<file path="src/tan_pkg.sv">
// Package: addresses, field positions, reset values, states and carriers of the register slice
`default_nettype none
package tan_pkg;
    // Management frame fields
    localparam logic [4:0] DEVICE_ADDR = 5'h07;
    localparam logic [1:0] START_CODE = 2'h0;
    localparam logic [1:0] OP_ADDRESS = 2'h0;
    localparam logic [1:0] OP_WRITE = 2'h1;
    localparam logic [1:0] OP_READ = 2'h3;
    localparam logic [1:0] OP_READ_INC = 2'h2;
    localparam logic [5:0] PREAMBLE_LEN = 6'h20;
    localparam logic [5:0] HEADER_LAST = 6'h0d;
    localparam logic [5:0] DATA_LAST = 6'h0f;

    // Register addresses
    localparam logic [15:0] ADDR_PARTNER_NP_LOW = 16'h020b;
    localparam logic [15:0] ADDR_PARTNER_NP_TOP = 16'h020d;
    localparam logic [15:0] ADDR_ADVERT_CTRL = 16'h020e;
    localparam logic [15:0] ADDR_PARTNER_STATUS = 16'h020f;
    localparam logic [15:0] ADDR_FORCED_CTRL = 16'h8000;
    localparam logic [15:0] ADDR_EXTRA_STATUS = 16'h8001;

    // Field positions
    localparam int ADV_LONG_BIT = 15;
    localparam int ADV_EEE_BIT = 14;
    localparam int ADV_HI_ABL_BIT = 13;
    localparam int ADV_HI_REQ_BIT = 12;
    localparam int PS_LONG_BIT = 15;
    localparam int PS_EEE_BIT = 14;
    localparam int PS_HI_ABL_BIT = 13;
    localparam int PS_HI_REQ_BIT = 12;
    localparam int PS_SHORT_FD_BIT = 7;
    localparam int PS_SHORT_HD_BIT = 6;
    localparam int FORCED_BIT = 0;
    localparam int NP_SEEN_BIT = 10;
    localparam int INC_LINK_BIT = 9;
    localparam int LEVEL_MSB = 8;
    localparam int LEVEL_LSB = 7;

    // Reset values
    localparam logic [15:0] RESET_NP_TOP = 16'h0000;
    localparam logic RESET_ADV_LONG = 1'b1;
    localparam logic RESET_FORCED = 1'b0;
    localparam logic [1:0] LEVEL_NOT_RUN = 2'h0;
    localparam logic [1:0] LEVEL_LOW = 2'h2;
    localparam logic [1:0] LEVEL_HIGH = 2'h3;

    typedef enum logic [3:0] {
        ST_PREAMBLE = 4'b0001,
        ST_HEADER = 4'b0010,
        ST_TURN = 4'b0100,
        ST_DATA = 4'b1000
    } tan_state_type;

    typedef struct packed {
        logic long_reach;
        logic high_ability;
        logic high_request;
    } tan_adv_bits_type;

    typedef struct packed {
        logic long_reach;
        logic energy_eff;
        logic high_ability;
        logic high_request;
        logic short_full_duplex;
        logic short_half_duplex;
    } tan_partner_ability_type;
endpackage : tan_pkg
`default_nettype wire

</file>
<file path="src/tan_regs.sv">
// Autonegotiation ability and status register slice with its management serial port
// Overview of operation
// RULE1: Partner next page top word is a read-only 16-bit field, reset zero.
// RULE2: Top word reads return the value captured at the last low word read.
// RULE3: Advertised long-reach bit 15 aliases the base-page bit, resets to one, writable.
// RULE4: Advertised energy efficient bit 14 always reads zero.
// RULE5: Bit 13 is a writable alias of high level ability, reset from strap pin.
// RULE6: Bit 12 is a writable alias of high level request, reset from strap pin.
// RULE7: Advertisement register resets to 0x8000 besides strap bits; bits 11..0 read-only.
// RULE8: Partner status bit 15 mirrors partner long-reach ability.
// RULE9: Partner status bit 14 mirrors partner energy efficient ability.
// RULE10: Partner status bits 13 and 12 mirror partner high level ability and request.
// RULE11: Partner short-reach full duplex at bit 7, half duplex at bit 6 mirrored.
// RULE12: Partner status resets to zero; bits 11..8 and 5..0 reserved. The code mirrors partner_ability directly, with no reset.
// RULE13: Forced mode active only with negotiation disabled and forced enable set.
// RULE14: Forced enable is writable bit 0, reset zero, bits 15..1 read-only.
// RULE15: Bit 10 latches high on partner next page request until read.
// RULE16: Bit 9 shows incompatible link, taken on entering good check.
// RULE17: Bits 8..7 show the resolved transmit level outcome.
// RULE18: Level code 0 not run, 2 low level, 3 high level.
// RULE19: Extra status resets to zero; bits 15..11 reserved.
// RULE20: Each aliased bit has one storage element shared by both addresses.
// RULE21: Reserved bits read zero and ignore writes; host writes zero there.
`default_nettype none
module tan_regs #(
    parameter logic [4:0] PORT_ADDR = 5'h00
) (
    input wire logic ref_clk,
    input wire logic nrst,
    input wire logic mdc,
    input wire logic mdio_in,
    output logic mdio_out,
    output logic mdio_out_en_n,
    input wire logic cfg_high_ability_pin,
    input wire logic cfg_high_request_pin,
    input wire logic negotiation_enable,
    input wire tan_pkg::tan_partner_ability_type partner_ability,
    input wire logic [15:0] partner_np_code_field_two,
    input wire logic partner_next_page_seen,
    input wire logic good_check_entry,
    input wire logic resolution_incompatible,
    input wire logic resolution_high_level,
    input wire logic base_adv_wr,
    input wire tan_pkg::tan_adv_bits_type base_adv_wdata,
    output tan_pkg::tan_adv_bits_type base_adv,
    output logic forced_mode_active
);
    import tan_pkg::*;

    logic mdc_s1, mdc_s2, mdc_s3;
    logic mdio_s1, mdio_s2;
    logic ability_s1, ability_s2, request_s1, request_s2;
    logic rise;
    tan_state_type state;
    logic [5:0] cnt;
    logic [13:0] hdr;
    logic [13:0] next_hdr;
    logic [15:0] shreg;
    logic [15:0] wdata;
    logic [15:0] cur_addr;
    logic [1:0] op_q;
    logic sel_q;
    logic rd_q;
    logic frame_done;
    logic wr_commit;
    logic rd_take;
    logic [15:0] rd_word;
    logic addr_mapped;
    logic [15:0] np_top;
    logic forced_enable;
    logic np_seen;
    logic inc_link;
    logic [1:0] tx_level_resolution;

    // Pin synchronisers
    always_ff @(posedge ref_clk) begin
        mdc_s1 <= mdc;
        mdc_s2 <= mdc_s1;
        mdc_s3 <= mdc_s2;
        mdio_s1 <= mdio_in;
        mdio_s2 <= mdio_s1;
        ability_s1 <= cfg_high_ability_pin;
        ability_s2 <= ability_s1;
        request_s1 <= cfg_high_request_pin;
        request_s2 <= request_s1;
    end

    assign rise = mdc_s2 & ~mdc_s3;
    assign next_hdr = {hdr[12:0], mdio_s2};
    assign wdata = {shreg[14:0], mdio_s2};
    assign frame_done = rise && (state == ST_DATA) && (cnt == DATA_LAST);
    assign wr_commit = frame_done && sel_q && (op_q == OP_WRITE);
    assign rd_take = rise && (state == ST_TURN) && (cnt != 6'h00) && rd_q;

    // Frame engine
    always_ff @(posedge ref_clk) begin
        if (!nrst) begin
            state <= ST_PREAMBLE;
            cnt <= 6'h00;
            hdr <= 14'h0000;
            shreg <= 16'h0000;
            op_q <= OP_ADDRESS;
            sel_q <= 1'b0;
            rd_q <= 1'b0;
            mdio_out <= 1'b1;
            mdio_out_en_n <= 1'b1;
        end else if (rise) begin
            case (state)
                ST_PREAMBLE: begin
                    if (mdio_s2) begin
                        cnt <= (cnt == PREAMBLE_LEN) ? cnt : cnt + 6'h01;
                    end else if (cnt == PREAMBLE_LEN) begin
                        hdr <= next_hdr;
                        cnt <= 6'h01;
                        state <= ST_HEADER;
                    end else begin
                        cnt <= 6'h00;
                    end
                end
                ST_HEADER: begin
                    hdr <= next_hdr;
                    if (cnt == HEADER_LAST) begin
                        cnt <= 6'h00;
                        if (next_hdr[13:12] == START_CODE && next_hdr[9:5] == PORT_ADDR
                            && next_hdr[4:0] == DEVICE_ADDR) begin
                            op_q <= next_hdr[11:10];
                            sel_q <= 1'b1;
                            rd_q <= next_hdr[11];
                            state <= ST_TURN;
                        end else begin
                            sel_q <= 1'b0;
                            rd_q <= 1'b0;
                            state <= ST_PREAMBLE;
                        end
                    end else begin
                        cnt <= cnt + 6'h01;
                    end
                end
                ST_TURN: begin
                    if (cnt == 6'h00) begin
                        cnt <= 6'h01;
                        if (rd_q && addr_mapped) begin
                            mdio_out <= 1'b0;
                            mdio_out_en_n <= 1'b0;
                        end
                    end else begin
                        cnt <= 6'h00;
                        mdio_out <= rd_word[15];
                        shreg <= {rd_word[14:0], 1'b0};
                        state <= ST_DATA;
                    end
                end
                ST_DATA: begin
                    shreg <= wdata;
                    mdio_out <= shreg[15];
                    if (cnt == DATA_LAST) begin
                        cnt <= 6'h00;
                        mdio_out <= 1'b1;
                        mdio_out_en_n <= 1'b1;
                        sel_q <= 1'b0;
                        rd_q <= 1'b0;
                        state <= ST_PREAMBLE;
                    end else begin
                        cnt <= cnt + 6'h01;
                    end
                end
                default: begin
                    state <= ST_PREAMBLE;
                    cnt <= 6'h00;
                end
            endcase
        end
    end

    // Register address pointer
    always_ff @(posedge ref_clk) begin
        if (!nrst) begin
            cur_addr <= 16'h0000;
        end else if (frame_done && sel_q && op_q == OP_ADDRESS) begin
            cur_addr <= wdata;
        end else if (frame_done && sel_q && op_q == OP_READ_INC) begin
            cur_addr <= cur_addr + 16'h0001;
        end
    end

    // Read data selection
    always_comb begin
        rd_word = 16'h0000; // [RULE21]
        addr_mapped = 1'b1;
        if (cur_addr == ADDR_PARTNER_NP_TOP) begin
            rd_word = np_top; // [RULE1] [RULE2]
        end else if (cur_addr == ADDR_ADVERT_CTRL) begin
            rd_word[ADV_LONG_BIT] = base_adv.long_reach; // [RULE3] [RULE20]
            rd_word[ADV_EEE_BIT] = 1'b0; // [RULE4]
            rd_word[ADV_HI_ABL_BIT] = base_adv.high_ability; // [RULE5]
            rd_word[ADV_HI_REQ_BIT] = base_adv.high_request; // [RULE6] [RULE7]
        end else if (cur_addr == ADDR_PARTNER_STATUS) begin
            rd_word[PS_LONG_BIT] = partner_ability.long_reach; // [RULE8]
            rd_word[PS_EEE_BIT] = partner_ability.energy_eff; // [RULE9]
            rd_word[PS_HI_ABL_BIT] = partner_ability.high_ability; // [RULE10]
            rd_word[PS_HI_REQ_BIT] = partner_ability.high_request; // [RULE10]
            rd_word[PS_SHORT_FD_BIT] = partner_ability.short_full_duplex; // [RULE11]
            rd_word[PS_SHORT_HD_BIT] = partner_ability.short_half_duplex; // [RULE11] [RULE12]
        end else if (cur_addr == ADDR_FORCED_CTRL) begin
            rd_word[FORCED_BIT] = forced_enable; // [RULE14]
        end else if (cur_addr == ADDR_EXTRA_STATUS) begin
            rd_word[NP_SEEN_BIT] = np_seen; // [RULE15]
            rd_word[INC_LINK_BIT] = inc_link; // [RULE16]
            rd_word[LEVEL_MSB:LEVEL_LSB] = tx_level_resolution; // [RULE17] [RULE19]
        end else begin
            addr_mapped = 1'b0;
        end
    end

    // Partner next page top word, captured on low word reads
    always_ff @(posedge ref_clk) begin
        if (!nrst) begin
            np_top <= RESET_NP_TOP; // [RULE1]
        end else if (rd_take && cur_addr == ADDR_PARTNER_NP_LOW) begin
            np_top <= partner_np_code_field_two; // [RULE2]
        end
    end

    // Shared storage of the advertised bits
    always_ff @(posedge ref_clk) begin
        if (!nrst) begin
            base_adv.long_reach <= RESET_ADV_LONG; // [RULE3] [RULE7]
            base_adv.high_ability <= ability_s2; // [RULE5]
            base_adv.high_request <= request_s2; // [RULE6]
        end else if (wr_commit && cur_addr == ADDR_ADVERT_CTRL) begin
            base_adv.long_reach <= wdata[ADV_LONG_BIT]; // [RULE20]
            base_adv.high_ability <= wdata[ADV_HI_ABL_BIT]; // [RULE5]
            base_adv.high_request <= wdata[ADV_HI_REQ_BIT]; // [RULE6] [RULE21]
        end else if (base_adv_wr) begin
            base_adv <= base_adv_wdata; // [RULE20]
        end
    end

    // Forced mode enable and its gating
    always_ff @(posedge ref_clk) begin
        if (!nrst) begin
            forced_enable <= RESET_FORCED; // [RULE14]
            forced_mode_active <= 1'b0;
        end else begin
            if (wr_commit && cur_addr == ADDR_FORCED_CTRL) begin
                forced_enable <= wdata[FORCED_BIT]; // [RULE14]
            end
            forced_mode_active <= ~negotiation_enable & forced_enable; // [RULE13]
        end
    end

    // Latching next page flag; a new request beats the clear
    always_ff @(posedge ref_clk) begin
        if (!nrst) begin
            np_seen <= 1'b0; // [RULE19]
        end else if (partner_next_page_seen) begin
            np_seen <= 1'b1; // [RULE15]
        end else if (rd_take && cur_addr == ADDR_EXTRA_STATUS) begin
            np_seen <= 1'b0; // [RULE15]
        end
    end

    // Resolution results taken on entry to good check
    always_ff @(posedge ref_clk) begin
        if (!nrst) begin
            inc_link <= 1'b0;
            tx_level_resolution <= LEVEL_NOT_RUN; // [RULE18] [RULE19]
        end else if (good_check_entry) begin
            inc_link <= resolution_incompatible; // [RULE16]
            tx_level_resolution <= resolution_incompatible ? LEVEL_NOT_RUN
                : (resolution_high_level ? LEVEL_HIGH : LEVEL_LOW); // [RULE17] [RULE18]
        end
    end
endmodule : tan_regs
`default_nettype wire

</file>
<file path="config.mk">
export PLATFORM = sky130hd
export DESIGN_NAME = tan_regs
export DESIGN_NICKNAME = d
export VERILOG_FILES = /design/src/tan_pkg.sv /design/src/tan_regs.sv
export SDC_FILE = /design/constraint.sdc
export NUM_CORES = 1
export LEC_CHECK = 0
export ABC_AREA = 1
export ABC_CLOCK_PERIOD_IN_PS = 3500
export BUFFER_PORTS_ARGS = -buffer_cell sky130_fd_sc_hd__buf_2
export CORE_ASPECT_RATIO = 1.1
export CORE_MARGIN = 5
export CORE_UTILIZATION = 40
export DETAILED_ROUTE_END_ITERATION = 6
export PLACE_DENSITY_LB_ADDON = 0.25
export SLEW_MARGIN = 20
export SYNTH_ARGS = -nofsm -noshare
export SYNTH_HDL_FRONTEND = slang
export SYNTH_SLANG_ARGS = --single-unit
</file>
<file path="constraint.sdc">
create_clock -name ref_clk -period 3.5 [get_ports ref_clk]
set_clock_uncertainty 0.1 [all_clocks]
set_input_delay 0.7 -clock ref_clk [delete_from_list [all_inputs] [get_ports ref_clk]]
set_output_delay 0.7 -clock ref_clk [all_outputs]
set_load 0.03 [all_outputs]
</file>
==> results.sh <==
export IMPL_leakagePower_nw=2.09
export IMPL_avgSynthCellArea_sq_um=7.18
export IMPL_ios=43
export IMPL_synth_cell_types=44
export IMPL_antenna_cells=0
export IMPL_htree_levels=3
export IMPL_r2r_start="cnt[0]"
export IMPL_hold_class="reg2reg"
export IMPL_cts_tree="done"
export IMPL_first_pass_iters=4
export IMPL_grt_pass1_wl_um=20300
export IMPL_grt_max_degree=56
export IMPL_routed_via_density=5.20
export IMPL_cts_buffers=9
export IMPL_die_h_um=125
export IMPL_worst_setup_path_end_kind="register"
export IMPL_whs_endpoint="mdc_s2"
export IMPL_cp_arrival_ps=2390
export IMPL_synth_top_family_by_area="simple AND/OR/NAND/NOR gates"
export IMPL_portBuffers=42
export IMPL_drt_iter0_markers=224
export IMPL_clkTransAtPathRegs_ps=60
export IMPL_synth_adder_area_share_pct=1.81
export IMPL_grt_total_usage_pct=17.3
export IMPL_grt_setup_unrepaired="false"
export IMPL_slew_violations=0
export IMPL_layout_min_cycle_time_ps=2290
export IMPL_syn_to_final_growth_pct=11.9
export IMPL_fin_tns_setup_ps=0
export IMPL_cts_setup_buffers=0
export IMPL_synth_compound_area_share_pct=21.4
export IMPL_powerDensity_nw_per_um2=401
export IMPL_ir_drop_mv=0.232
export IMPL_muxShareOfSynthArea_pct=0
export IMPL_gp_congestion=0.888
export IMPL_worstMarginPinSlew_ps=901
export IMPL_setup_violations=0
export IMPL_grt_overflow=0
export IMPL_dpl_hpwl_um=8820
export IMPL_num_rows=42
export IMPL_synth_nets=718
export IMPL_final_common_cell="nand2_1"
export IMPL_hold_path_cell_count=0
export IMPL_synth_top_cell_by_area="dfxtp_1"
export IMPL_cap_violations=0
export IMPL_start_kind="register"
export IMPL_rr_endpoint="np_top[0]"
export IMPL_cts_buffer_depth=2
export IMPL_clk_latency_ps=340
export IMPL_hold_viol_final=0
export IMPL_outcome="completed"
export IMPL_synth_area_sq_um=4840
export IMPL_ant_nets=0
export IMPL_path_max_fanout=32
export IMPL_antenna_found_initial=0
export IMPL_max_slew_margin_pct=39.6
export IMPL_die_area_sq_um=14400
export IMPL_yosys_warnings=0
export IMPL_start_util_pct=40.6
export IMPL_ctsResizeCount=0
export IMPL_required_ps=3610
export IMPL_root_buffer="clkbuf_16"
export IMPL_drc=0
export IMPL_most_common_layout_cells="120 x nand2_1, 93 x dfxtp_1, 84 x a21oi_1"
export IMPL_core_area_sq_um=11900
export IMPL_drt_wl_total_um=12200
export IMPL_path_class="reg2reg"
export IMPL_post_route_period_util_pct=65.4
export IMPL_ys_seq_area_share_pct=39.7
export IMPL_reg2reg_depth=10
export IMPL_synth_xor_xnor_area_share_pct=0.181
export IMPL_power_mw=2.17
export IMPL_fmax_mhz=437
export IMPL_nFillCells=1156
export IMPL_ys_seq_elements=95
export IMPL_ctsHoldBuffers=0
export IMPL_via_count=4482
export IMPL_yosys_area_share_simple_pct=26.7
export IMPL_yosysTopAreaCellShare_pct=38.4
export IMPL_post_drt_wl_per_cell_um=14.2
export IMPL_drive_gt1_share_pct=16.4
export IMPL_hold_path_startpoint="mdc_s1"
export IMPL_cts_sinks=95
export IMPL_r2r_setup_slack_ps=1210
export IMPL_yosys_top_cells_area="dfxtp_1 38%, nand2_1 9.3%, a21oi_1 8.7%"
export IMPL_first_global_vias=4335
export IMPL_synth_cells=674
export IMPL_die_w_um=115
export IMPL_nets=749
==> routing by layer <==
| layer | global-route usage (%) | share of wire (%) | vias up |
|---|---|---|---|
| li1 | - | - | 2312 |
| met4 | 6.70 | 2.2 | 0 |
| met2 | 27.6 | 47 | 119 |
| met5 | 0 | 0 | - |
| met3 | 3.09 | 4.8 | 26 |
| met1 | 23.0 | 46 | 2025 |
==> synthesized netlist by cell type, drive strengths merged <==
cell type	n
nand3	39
or2	3
o22ai	2
dfxtp	93
nand4	15
nor2	58
a21oi	90
buf	13
inv	88
a31oi	9
a211oi	3
a22oi	1
nand3b	1
o21a	5
nor4	1
xor2	1
clkbuf	13
o211ai	2
ha	7
nor3	14
nand2	128
o21ai	77
and3	3
o21bai	1
clkinv	2
edfxtp	2
o32ai	2
and2	1
==> power breakdown <==
group          internal [mW]  switching, mW
combinational         0.0338         0.0551
sequential              1.10        0.00896
clock                  0.585          0.390
total                   1.72          0.454
==> final cells by class <==
class | count | area, sq um | share of cell area, %
clock buffer | 13 | 260 | 4.80
clock inverter | 1 | 30.0 | 0.554
inverter | 90 | 345 | 6.37
multi-input combinational | 463 | 2430 | 44.8
sequential | 95 | 1920 | 35.5
tap | 154 | 193 | 3.56
timing repair buffer | 46 | 240 | 4.43
==> worst max path at each step <==
| stage | from | to | slack [ps] |
|---|---|---|---|
| after detailed placement | cnt[0] | np_top[0] | 1190 |
| final | cnt[0] | np_top[0] | 1210 |
| after global placement | nrst | cur_addr[12] | 1240 |
| after floorplan | cnt[0] | base_adv[0] | 1650 |
| after CTS | cnt[0] | np_top[0] | 1180 |
| after global routing | cnt[0] | np_top[0] | 930 |
==> flip-flops by register name, indices dropped and copies added (netlist names), 2 cells and up <==
| name | flops |
|---|---|
| state | 4 |
| hdr | 13 |
| cnt | 6 |
| base_adv | 3 |
| tx_level_resolution | 2 |
| cur_addr | 16 |
| op_q | 2 |
| shreg | 16 |
| np_top | 16 |
==> critical path: stages (launching register included) <==
cell,delay [ps]
dfxtp_1,380
inv_1,90
ha_1,190
nand3_1,70
inv_1,50
nand2_1,150
nand2_1,110
nor2_2,150
nand3_2,450
o21ai_0,330
a21oi_1,60
==> stage by stage <==
stage | cell area [sq um] | instances | util (%) | setup WS (ps) | hold slack [ps]
CTS | 5420 | 862 | 45.4 | 1180 | 229
finish | 5420 | 862 | 45.4 | 1210 | 226
global placement | 5130 | 848 | 43.0 | 1240 | 210
detailed placement | 5130 | 848 | 43.0 | 1190 | 214
global route | 5420 | 862 | 45.4 | 929 | 235
floorplan | 4840 | 674 | - | 1650 | 210
==> cell families after synthesis <==
kind of cell	Yosys count
AOI/OAI and AO/OA	192
xor gates and xnor gates	1
adders and majority gates	7
buffers and inverters	116
DFF	95
and+or+nand+nor	263
No activity file was read; power rests on OpenSTA's default activity.
